**config.mk**
```make
export PLATFORM = sky130hd
export DESIGN_NAME = hbfp_stage_flat
export DESIGN_NICKNAME = d
export VERILOG_FILES = /design/src/hdl/hbfp_pkg.sv /design/src/hdl/hbfp_link_if.sv /design/src/hdl/hbfp_stage.sv /design/src/hdl/hbfp_sync.sv /design/src/flat_wrapper.sv
export SDC_FILE = /design/constraint.sdc
export NUM_CORES = 1
export LEC_CHECK = 0
export ABC_AREA = 0
export ABC_CLOCK_PERIOD_IN_PS = 3800
export BUFFER_PORTS_ARGS = -buffer_cell sky130_fd_sc_hd__buf_2
export CORE_ASPECT_RATIO = 2
export CORE_MARGIN = 1.5
export CORE_UTILIZATION = 51
export CTS_BUF_LIST = sky130_fd_sc_hd__clkbuf_4 sky130_fd_sc_hd__clkbuf_8 sky130_fd_sc_hd__clkbuf_16
export CTS_CLUSTER_SIZE = 24
export DETAILED_ROUTE_END_ITERATION = 7
export HOLD_SLACK_MARGIN = 0.15
export PLACE_DENSITY_LB_ADDON = 0.12
export SLEW_MARGIN = 20
export SYNTH_ARGS = -nofsm -noshare
export SYNTH_HDL_FRONTEND = slang
export SYNTH_SLANG_ARGS = --single-unit
```
**constraint.sdc**
```tcl
create_clock -name pclk -period 3.8 [get_ports pclk]
set_input_delay 0.57 -clock pclk [delete_from_list [all_inputs] [get_ports pclk]]
set_output_delay 0.57 -clock pclk [all_outputs]
set_load 0.02 [all_outputs]
```
**src/hdl/hbfp_pkg.sv**
```systemverilog
// Purpose: Shared constants and types for the half-bridge fault protection block.
// Assumes: One system clock pclk at 100 MHz, asynchronous active-low reset presetn.
// Notes: Both ends import this package; the interface does not.
`default_nettype none
package hbfp_pkg;
    localparam int HBFP_NUM_BRIDGES = 3;
    // Controller register offsets on its APB port.
    localparam logic [7:0] HBFP_OFF_CTRL = 8'h00;
    localparam logic [7:0] HBFP_OFF_PWM = 8'h04;
    localparam logic [7:0] HBFP_OFF_STATUS = 8'h08;
    localparam logic [7:0] HBFP_OFF_IRQ_STAT = 8'h0C;
    localparam logic [7:0] HBFP_OFF_IRQ_CLR = 8'h10;
    localparam logic [7:0] HBFP_OFF_IRQ_EN = 8'h14;
    // Field positions in the control register.
    localparam int HBFP_CTRL_CLEAR_POS = 0;
    localparam int HBFP_CTRL_POLICY_POS = 3;
    // Interrupt bit positions.
    localparam int HBFP_IRQ_FAULT_POS = 0;
    localparam int HBFP_IRQ_WARN_POS = 1;
    localparam int HBFP_IRQ_W = 2;
    // Reset values.
    localparam logic [2:0] HBFP_CLEAR_RST = 3'h0;
    localparam logic HBFP_POLICY_RST = 1'b0;
    // Minimum low-side pulse per period, in ns, and its cycle count at 100 MHz.
    localparam int HBFP_CLK_PERIOD_NS = 10;
    localparam int HBFP_MIN_LS_NS = 100;
    localparam int HBFP_MIN_LS_CYC = (HBFP_MIN_LS_NS + HBFP_CLK_PERIOD_NS - 1) / HBFP_CLK_PERIOD_NS;
    localparam int HBFP_PWM_CNT_W = 8;
    // Half-bridge drive states.
    typedef enum logic [3:0] {
        HBFP_BR_RUN = 4'b0001,
        HBFP_BR_LIMIT = 4'b0010,
        HBFP_BR_WAIT_EDGE = 4'b0100,
        HBFP_BR_LATCHED = 4'b1000
    } hbfp_br_state_t;
endpackage
`default_nettype wire

```
**src/hdl/hbfp_link_if.sv**
```systemverilog
// Purpose: Pins between the power stage protection logic and the motor controller.
// Assumes: All signals synchronous to the shared system clock.
// Notes: High-impedance of a half-bridge is shown as both gate enables low.
`default_nettype none
interface hbfp_link_if;
    logic [2:0] pwm;
    logic [2:0] clear_n;
    logic limit_policy_select;
    logic fault_n;
    logic temp_warning_n;
    modport stage (input pwm, input clear_n, input limit_policy_select, output fault_n, output temp_warning_n);
    modport ctrl (output pwm, output clear_n, output limit_policy_select, input fault_n, input temp_warning_n);
endinterface
`default_nettype wire

```
**src/hdl/hbfp_stage.sv**
```systemverilog
// Purpose: Fault protection and clear control for three half-bridges of a motor power stage.
// Assumes: Comparator indications are active-high levels from analog monitors.
// Notes: A half-bridge in high impedance has both gate enables low.
// Contract
// - Warning output low above warning level, outputs run.
// - Thermal shutdown tristates all bridges, fault low.
// - Thermal latch persists until all clears low or each clear has risen.
// - Power-on clear resets overcurrent, holds outputs off.
// - Undervoltage tristates all bridges immediately, fault low.
// - Undervoltage recovers automatically, no latch.
// - Low clear input tristates its own bridge.
// - Cycle-limit latch cleared by own clear rising.
// - Thermal or latching trip needs all three rises.
// - Two policies: cycle limit or latching shutdown.
// - Policy select zero chooses cycle limiting.
// - Controller gives minimum low-side pulse per period.
// - Controller switches phases complementarily.
// - Two-quadrant use should pick latching policy.
// - Cycle limiting: high-side trip forces low-side; low-side trip tristates. Latching policy tristates on either trip.
// - Constant input after trip keeps bridge tristated.
// - Fault and warning pins encode four states.
`default_nettype none
module hbfp_stage
    import hbfp_pkg::*;
(
    input wire logic pclk,
    input wire logic presetn,
    hbfp_link_if.stage link,
    input wire logic temp_over_warn,
    input wire logic temp_over_shut,
    input wire logic supply_undervoltage,
    input wire logic [2:0] oc_high_side,
    input wire logic [2:0] oc_low_side,
    output logic [2:0] gate_high,
    output logic [2:0] gate_low,
    output logic [2:0] bridge_off
);
    // ****************************************
    // Synchronisers
    // ****************************************
    logic [2:0] pwm_s, clr_s, ohs_s, ols_s;
    logic tw_s, ts_s, uv_s, pol_s;
    hbfp_sync #(.W(3), .RST_VAL(3'h0)) u_sync_pwm (.pclk(pclk), .presetn(presetn), .d(link.pwm), .q(pwm_s));
    hbfp_sync #(.W(3), .RST_VAL(3'h0)) u_sync_clr (.pclk(pclk), .presetn(presetn), .d(link.clear_n), .q(clr_s));
    hbfp_sync #(.W(3), .RST_VAL(3'h0)) u_sync_ohs (.pclk(pclk), .presetn(presetn), .d(oc_high_side), .q(ohs_s));
    hbfp_sync #(.W(3), .RST_VAL(3'h0)) u_sync_ols (.pclk(pclk), .presetn(presetn), .d(oc_low_side), .q(ols_s));
    hbfp_sync #(.W(4), .RST_VAL(4'h1)) u_sync_misc (.pclk(pclk), .presetn(presetn),
        .d({temp_over_warn, temp_over_shut, supply_undervoltage, link.limit_policy_select}),
        .q({tw_s, ts_s, uv_s, pol_s}));

    // ****************************************
    // State
    // ****************************************
    typedef struct packed {
        hbfp_br_state_t [2:0] br;
        logic [2:0] clr_d;
        logic [2:0] pwm_d;
        logic [2:0] rose;
        logic thermal_shutdown;
        logic [2:0] gh;
        logic [2:0] gl;
        logic [2:0] off;
        logic fault_n;
        logic warn_n;
    } hbfp_stage_st_t;
    hbfp_stage_st_t st_r, st_nxt;

    logic cycle_limit_mode;
    assign cycle_limit_mode = !pol_s;

    always_comb begin
        logic [2:0] clr_rise;
        logic any_latched;
        logic any_oc;
        clr_rise = clr_s & ~st_r.clr_d;
        any_latched = 1'b0;
        any_oc = 1'b0;
        st_nxt = st_r;
        st_nxt.clr_d = clr_s;
        st_nxt.pwm_d = pwm_s;
        st_nxt.rose = st_r.rose | clr_rise;
        // Thermal latch: set above shutdown level, cleared while all clears are low.
        if (ts_s) begin
            st_nxt.thermal_shutdown = 1'b1;
        end else if (clr_s == 3'h0) begin
            st_nxt.thermal_shutdown = 1'b0;
        end
        for (int i = 0; i < HBFP_NUM_BRIDGES; i++) begin
            unique case (st_r.br[i])
                HBFP_BR_RUN: begin
                    if (ohs_s[i] || ols_s[i]) begin
                        st_nxt.br[i] = cycle_limit_mode ? HBFP_BR_LIMIT : HBFP_BR_LATCHED;
                    end
                end
                HBFP_BR_LIMIT: begin
                    // Limiting ends at the next PWM edge; a held input keeps the bridge off.
                    if (pwm_s[i] != st_r.pwm_d[i]) begin
                        st_nxt.br[i] = HBFP_BR_RUN;
                    end else if (!ohs_s[i] && !ols_s[i]) begin
                        st_nxt.br[i] = HBFP_BR_WAIT_EDGE;
                    end
                end
                HBFP_BR_WAIT_EDGE: begin
                    if (pwm_s[i] != st_r.pwm_d[i]) begin
                        st_nxt.br[i] = HBFP_BR_RUN;
                    end
                end
                HBFP_BR_LATCHED: begin
                    if (cycle_limit_mode && clr_rise[i]) begin
                        st_nxt.br[i] = HBFP_BR_RUN;
                    end
                end
                default: st_nxt.br[i] = HBFP_BR_LATCHED;
            endcase
            if (st_r.br[i] == HBFP_BR_LATCHED) begin
                any_latched = 1'b1;
            end
            if (st_r.br[i] == HBFP_BR_LIMIT && ohs_s[i] && ols_s[i]) begin
                any_oc = 1'b1;
            end
        end
        // Latching-policy or thermal faults need a rise on every clear since the fault.
        if ((st_r.thermal_shutdown || (any_latched && !cycle_limit_mode)) && st_r.rose == 3'h7) begin
            st_nxt.rose = 3'h0;
            if (!ts_s) begin
                st_nxt.thermal_shutdown = 1'b0;
            end
            for (int i = 0; i < HBFP_NUM_BRIDGES; i++) begin
                if (st_r.br[i] == HBFP_BR_LATCHED) begin
                    st_nxt.br[i] = HBFP_BR_RUN;
                end
            end
        end else if (!st_r.thermal_shutdown && !any_latched) begin
            st_nxt.rose = 3'h0;
        end
        // A short that stays through limiting escalates to a latched trip.
        for (int i = 0; i < HBFP_NUM_BRIDGES; i++) begin
            if (st_r.br[i] == HBFP_BR_LIMIT && ohs_s[i] && ols_s[i]) begin
                st_nxt.br[i] = HBFP_BR_LATCHED;
            end
        end
        // Gate drive per bridge.
        for (int i = 0; i < HBFP_NUM_BRIDGES; i++) begin
            st_nxt.gh[i] = pwm_s[i];
            st_nxt.gl[i] = !pwm_s[i];
            if (st_nxt.br[i] == HBFP_BR_LIMIT) begin
                st_nxt.gh[i] = 1'b0;
                st_nxt.gl[i] = !ols_s[i] && ohs_s[i];
            end
            if (st_nxt.br[i] == HBFP_BR_WAIT_EDGE || st_nxt.br[i] == HBFP_BR_LATCHED || !clr_s[i] || uv_s
                || st_nxt.thermal_shutdown) begin
                st_nxt.gh[i] = 1'b0;
                st_nxt.gl[i] = 1'b0;
            end
            st_nxt.off[i] = !st_nxt.gh[i] && !st_nxt.gl[i];
        end
        st_nxt.fault_n = !(uv_s || st_nxt.thermal_shutdown || any_latched || any_oc);
        st_nxt.warn_n = !tw_s;
    end

    always_ff @(posedge pclk or negedge presetn) begin
        if (!presetn) begin
            // Power-on clear: overcurrent state reset, bridges off, fault shown.
            st_r.br <= {HBFP_BR_RUN, HBFP_BR_RUN, HBFP_BR_RUN};
            st_r.clr_d <= 3'h0;
            st_r.pwm_d <= 3'h0;
            st_r.rose <= 3'h0;
            st_r.thermal_shutdown <= 1'b0;
            st_r.gh <= 3'h0;
            st_r.gl <= 3'h0;
            st_r.off <= 3'h7;
            st_r.fault_n <= 1'b0;
            st_r.warn_n <= 1'b1;
        end else begin
            st_r <= st_nxt;
        end
    end

    assign gate_high = st_r.gh;
    assign gate_low = st_r.gl;
    assign bridge_off = st_r.off;
    assign link.fault_n = st_r.fault_n;
    assign link.temp_warning_n = st_r.warn_n;
endmodule
`default_nettype wire

```
**src/hdl/hbfp_sync.sv**
```systemverilog
// Purpose: Two flip-flop synchroniser for a vector of levels.
// Assumes: Inputs may change at any time relative to pclk.
// Notes: The first stage feeds only the second.
`default_nettype none
module hbfp_sync #(
    parameter int W = 1,
    parameter logic [W-1:0] RST_VAL = '0
) (
    input wire logic pclk,
    input wire logic presetn,
    input wire logic [W-1:0] d,
    output logic [W-1:0] q
);
    typedef struct packed {
        logic [W-1:0] s1;
        logic [W-1:0] s2;
    } hbfp_sync_st_t;
    hbfp_sync_st_t st_r, st_nxt;
    always_comb begin
        st_nxt.s1 = d;
        st_nxt.s2 = st_r.s1;
    end
    always_ff @(posedge pclk or negedge presetn) begin
        if (!presetn) begin
            st_r <= {RST_VAL, RST_VAL};
        end else begin
            st_r <= st_nxt;
        end
    end
    assign q = st_r.s2;
endmodule
`default_nettype wire

```
**src/flat_wrapper.sv**
```systemverilog
// flat-port wrapper written by rule: the top's interface ports become plain ports
module hbfp_stage_flat import hbfp_pkg::*;
  (pclk, presetn, temp_over_warn, temp_over_shut, supply_undervoltage, oc_high_side, oc_low_side, gate_high, gate_low, bridge_off, link_pwm, link_clear_n, link_limit_policy_select, link_fault_n, link_temp_warning_n);
  hbfp_link_if link_i ();
  input wire logic pclk;
  input wire logic presetn;
  input wire logic temp_over_warn;
  input wire logic temp_over_shut;
  input wire logic supply_undervoltage;
  input wire logic [2:0] oc_high_side;
  input wire logic [2:0] oc_low_side;
  output logic [2:0] gate_high;
  output logic [2:0] gate_low;
  output logic [2:0] bridge_off;
  input wire logic [$bits(link_i.pwm)-1:0] link_pwm;
  input wire logic [$bits(link_i.clear_n)-1:0] link_clear_n;
  input wire logic [$bits(link_i.limit_policy_select)-1:0] link_limit_policy_select;
  output wire logic [$bits(link_i.fault_n)-1:0] link_fault_n;
  output wire logic [$bits(link_i.temp_warning_n)-1:0] link_temp_warning_n;
  assign link_i.pwm = link_pwm;
  assign link_i.clear_n = link_clear_n;
  assign link_i.limit_policy_select = link_limit_policy_select;
  assign link_fault_n = link_i.fault_n;
  assign link_temp_warning_n = link_i.temp_warning_n;
  hbfp_stage u_core (.pclk(pclk), .presetn(presetn), .link(link_i), .temp_over_warn(temp_over_warn), .temp_over_shut(temp_over_shut), .supply_undervoltage(supply_undervoltage), .oc_high_side(oc_high_side), .oc_low_side(oc_low_side), .gate_high(gate_high), .gate_low(gate_low), .bridge_off(bridge_off));
endmodule
```
==> flow_metrics.py <==
metrics = {
    "synthesis": {
        "syn_area_mm2": 0.00272,
        "yosys_warnings": 0,
        "yosys.area.top_type": "dfrtp_1",
        "postSynthCellCount": 230,
        "synth.area.top_cells": "dfrtp_1 51%, dfstp_2 8.7%, nand2b_1 3.0%, buf_4 2.5%, a21oi_1 2.4%",
        "synth_area_per_cell_um2": 11.8,
        "syn_nets": 248,
        "synth_flop_cell": "dfrtp_1",
        "yosysTopAreaCellShare_pct": 51.5,
        "ys_ff_latch": 65,
        "synth_cell_types": 55,
        "yosysSeqAreaShare_pct": 60.2,
        "postSynth.asyncResetShare_pct": 100,
        "synth_edf_count": 0,
    },
    "clock_tree": {
        "cts_root_buf": "clkbuf_8",
        "clock-sinks": 65,
        "worstSkewPairLatency_ns": 0.34,
        "clk_pin_slew_ns": 0.06,
        "h-tree-depth": 3,
        "cts_tree": "done",
        "ctsHoldBuffers": 0,
        "cts_buffers": 9,
        "post_cts_buffers": 0,
        "cts_buffer_depth": 2,
        "cts_resized": 0,
    },
    "route": {
        "route.detailed.drc": 0,
        "vias": 1789,
        "drtPass1Iterations": 4,
        "vias_per_cell": 5.63,
        "routed_wirelength_um": 4810,
        "wire_per_inst_um": 15.1,
        "ant_nets": 0,
        "first_iter_violations": 47,
    },
    "pwr": {
        "powerDensity_mw_per_mm2": 621,
        "p_sw_share_pct": 32.9,
        "power.total_uw": 1880,
        "ir_drop_mv": 0.431,
        "power.internal_uw": 1260,
        "pwr-share-clk_pct": 26.8,
        "pwr-share-comb_pct": 24.9,
        "switchingPower_uw": 618,
        "seq_power_share_pct": 48.3,
        "p_leak_uw": 0.00134,
    },
    "critical_path": {
        "arrival_ns": 2.24,
        "slowest_stage": "nor4b_4",
        "path_cells": "nor4b_4 -> nor2_2 -> a2111oi_4 -> nor2b_2 -> a2111oi_2",
        "rrSetupSlack_ns": 1.78,
        "critPathKind": "flip-flop to flip-flop",
        "r2r_cells": 5,
        "worstPathMaxFanout": 8,
        "cp_data_required_time_ns": 4.02,
        "worstSetupStartpointType": "flip-flop",
        "end_kind": "flip-flop",
        "r2r_start": "u_core.st_r[23]$_DFF_PN0_",
        "reg2reg_to": "u_core.gate_low[0]$_DFF_PN0_",
        "cpPeakStageDelay_ns": 0.49,
    },
    "grt": {
        "track_usage_pct": 20.1,
        "grt_pass1_wl_um": 8040,
        "grt_pass1_vias": 1797,
        "grt_overflow": 0,
        "antenna_found_initial": 0,
        "grt_max_degree": 35,
    },
    "placed_design": {
        "dp.final_hpwl_um": 3510,
        "portBuffers": 28,
        "gp_congestion": 0.892,
    },
    "sta": {
        "rsz0062_at_grt": "false",
        "tightest_slew_ns": 0.758,
        "min_period_ns": 2.02,
        "finalClockSkew_ns": 0.00328,
        "fmax_mhz": 495,
        "final.setup.tns_ns": 0,
        "slew_viol_final": 0,
        "finalCritPeriodShare_pct": 53.2,
        "slew_headroom_pct": 48.7,
        "finalSetupViolations": 0,
        "hold_viol_final": 0,
    },
    "cells_and_area": {
        "top_register": "u_core.st_r",
        "nNetsFinal": 273,
        "largest_reg_flops": 22,
        "final_common_cell": "dfrtp_1",
        "layout-drive-gt1-share_pct": 26.9,
        "final_cell_mix": "56 x dfrtp_1, 28 x buf_2, 14 x nor2_1",
        "syn2layout_area_growth_pct": 11.3,
        "antenna_cells": 0,
        "fillers": 447,
    },
    "hold_path": {
        "hold_path.class": "input port to async pin",
    },
    "floorplan": {
        "num_rows": 37,
        "die_h_um": 106,
        "die_w_um": 54.7,
        "io_pins": 29,
        "fp.coreArea_mm2": 0.00514,
        "die_area_mm2": 0.00581,
        "start_util_pct": 53.0,
    },
    "job": {
        "max-cap-violations": 0,
    },
    "outcome": {
        "status": "finished, final reports clean",
    },
}
## per-stage QoR
| stage | util (%) | cell area [um2] | std cells | setup WS [ns] | hold slack (ns) |
|---|---|---|---|---|---|
| detailed placement | 55.5 | 2850 | 302 | 1.75 | 0.336 |
| CTS | 58.9 | 3030 | 318 | 1.74 | 0.283 |
| global route | 58.9 | 3030 | 318 | 1.61 | 0.307 |
| finish | 58.9 | 3030 | 318 | 1.78 | 0.274 |
| floorplan | - | 2720 | 230 | 2.06 | 0.274 |
| global placement | 55.5 | 2850 | 302 | 1.77 | 0.332 |
## worst max-delay path by stage
stage               slack [ns]                           end  cells after the start                 startpoint
floorplan                 2.06     u_core.st_r[32]$_DFF_PN0_                      6  u_core.st_r[29]$_DFF_PN1_
finish                    1.78  u_core.gate_low[0]$_DFF_PN0_                      5  u_core.st_r[23]$_DFF_PN0_
CTS                       1.74  u_core.gate_low[0]$_DFF_PN0_                      5  u_core.st_r[23]$_DFF_PN0_
detailed placement        1.75  u_core.gate_low[0]$_DFF_PN0_                      5  u_core.st_r[23]$_DFF_PN0_
global route              1.61  u_core.gate_low[0]$_DFF_PN0_                      5  u_core.st_r[22]$_DFF_PN0_
global placement          1.77  u_core.gate_low[0]$_DFF_PN0_                      5  u_core.st_r[23]$_DFF_PN0_
## layout make-up
class	instances	area, um2	share of cell area, %
clock inverter	5	31.3	1.03
inverter	12	45.0	1.49
timing repair buffer	29	148	4.88
clock buffer	11	145	4.79
multi-input combinational	138	948	31.3
tap	58	72.6	2.40
sequential	65	1640	54.1
## cells in the mapped netlist (4+ instances only)
master,instances
dfstp_2,9
xor2_1,4
o21ai_0,10
nor4b_1,4
clkbuf_1,6
a21oi_1,13
inv_1,12
nor2_1,14
buf_4,9
nand2_1,13
o211ai_1,4
dfrtp_1,56
nand2b_1,13
nor2b_1,4
## worst max-delay path: cells and delay by family (launching register included)
kind	cells	cell delay [ns]
AOI/OAI and AO/OA	2	0.72
DFF	1	0.48
and+or+nand+nor	3	0.70
## power by group through the flow
stage | registers (uW) | clock network [uW] | logic [uW]
after detailed placement | 918 | 0 | 469
after global routing | 921 | 555 | 530
after global placement | 915 | 0 | 467
after floorplan | 863 | 0 | 409
after CTS | 905 | 526 | 470
final | 908 | 503 | 468
## layer usage
layer  track usage [%]  part of all wire [%]  up-vias
met1              20.6                    37      887
met4              16.3                   4.5        0
met2              31.3                    55       34
met5                 0                     0        -
met3              6.46                   3.0       16
li1                  -                     -      852
## cells by family (layout without fill, tap and decap cells)
| group | after synthesis | count (layout) | synth area share, % |
|---|---|---|---|
| flops | 65 | 65 | 60.2 |
| buf+inv | 27 | 57 | 4.97 |
| xor+xnor | 6 | 6 | 1.93 |
| mux | 1 | 1 | 0.368 |
| compound gates | 50 | 50 | 14.1 |
| simple gates | 81 | 81 | 18.5 |
No activity file was read; power rests on OpenSTA's default activity.
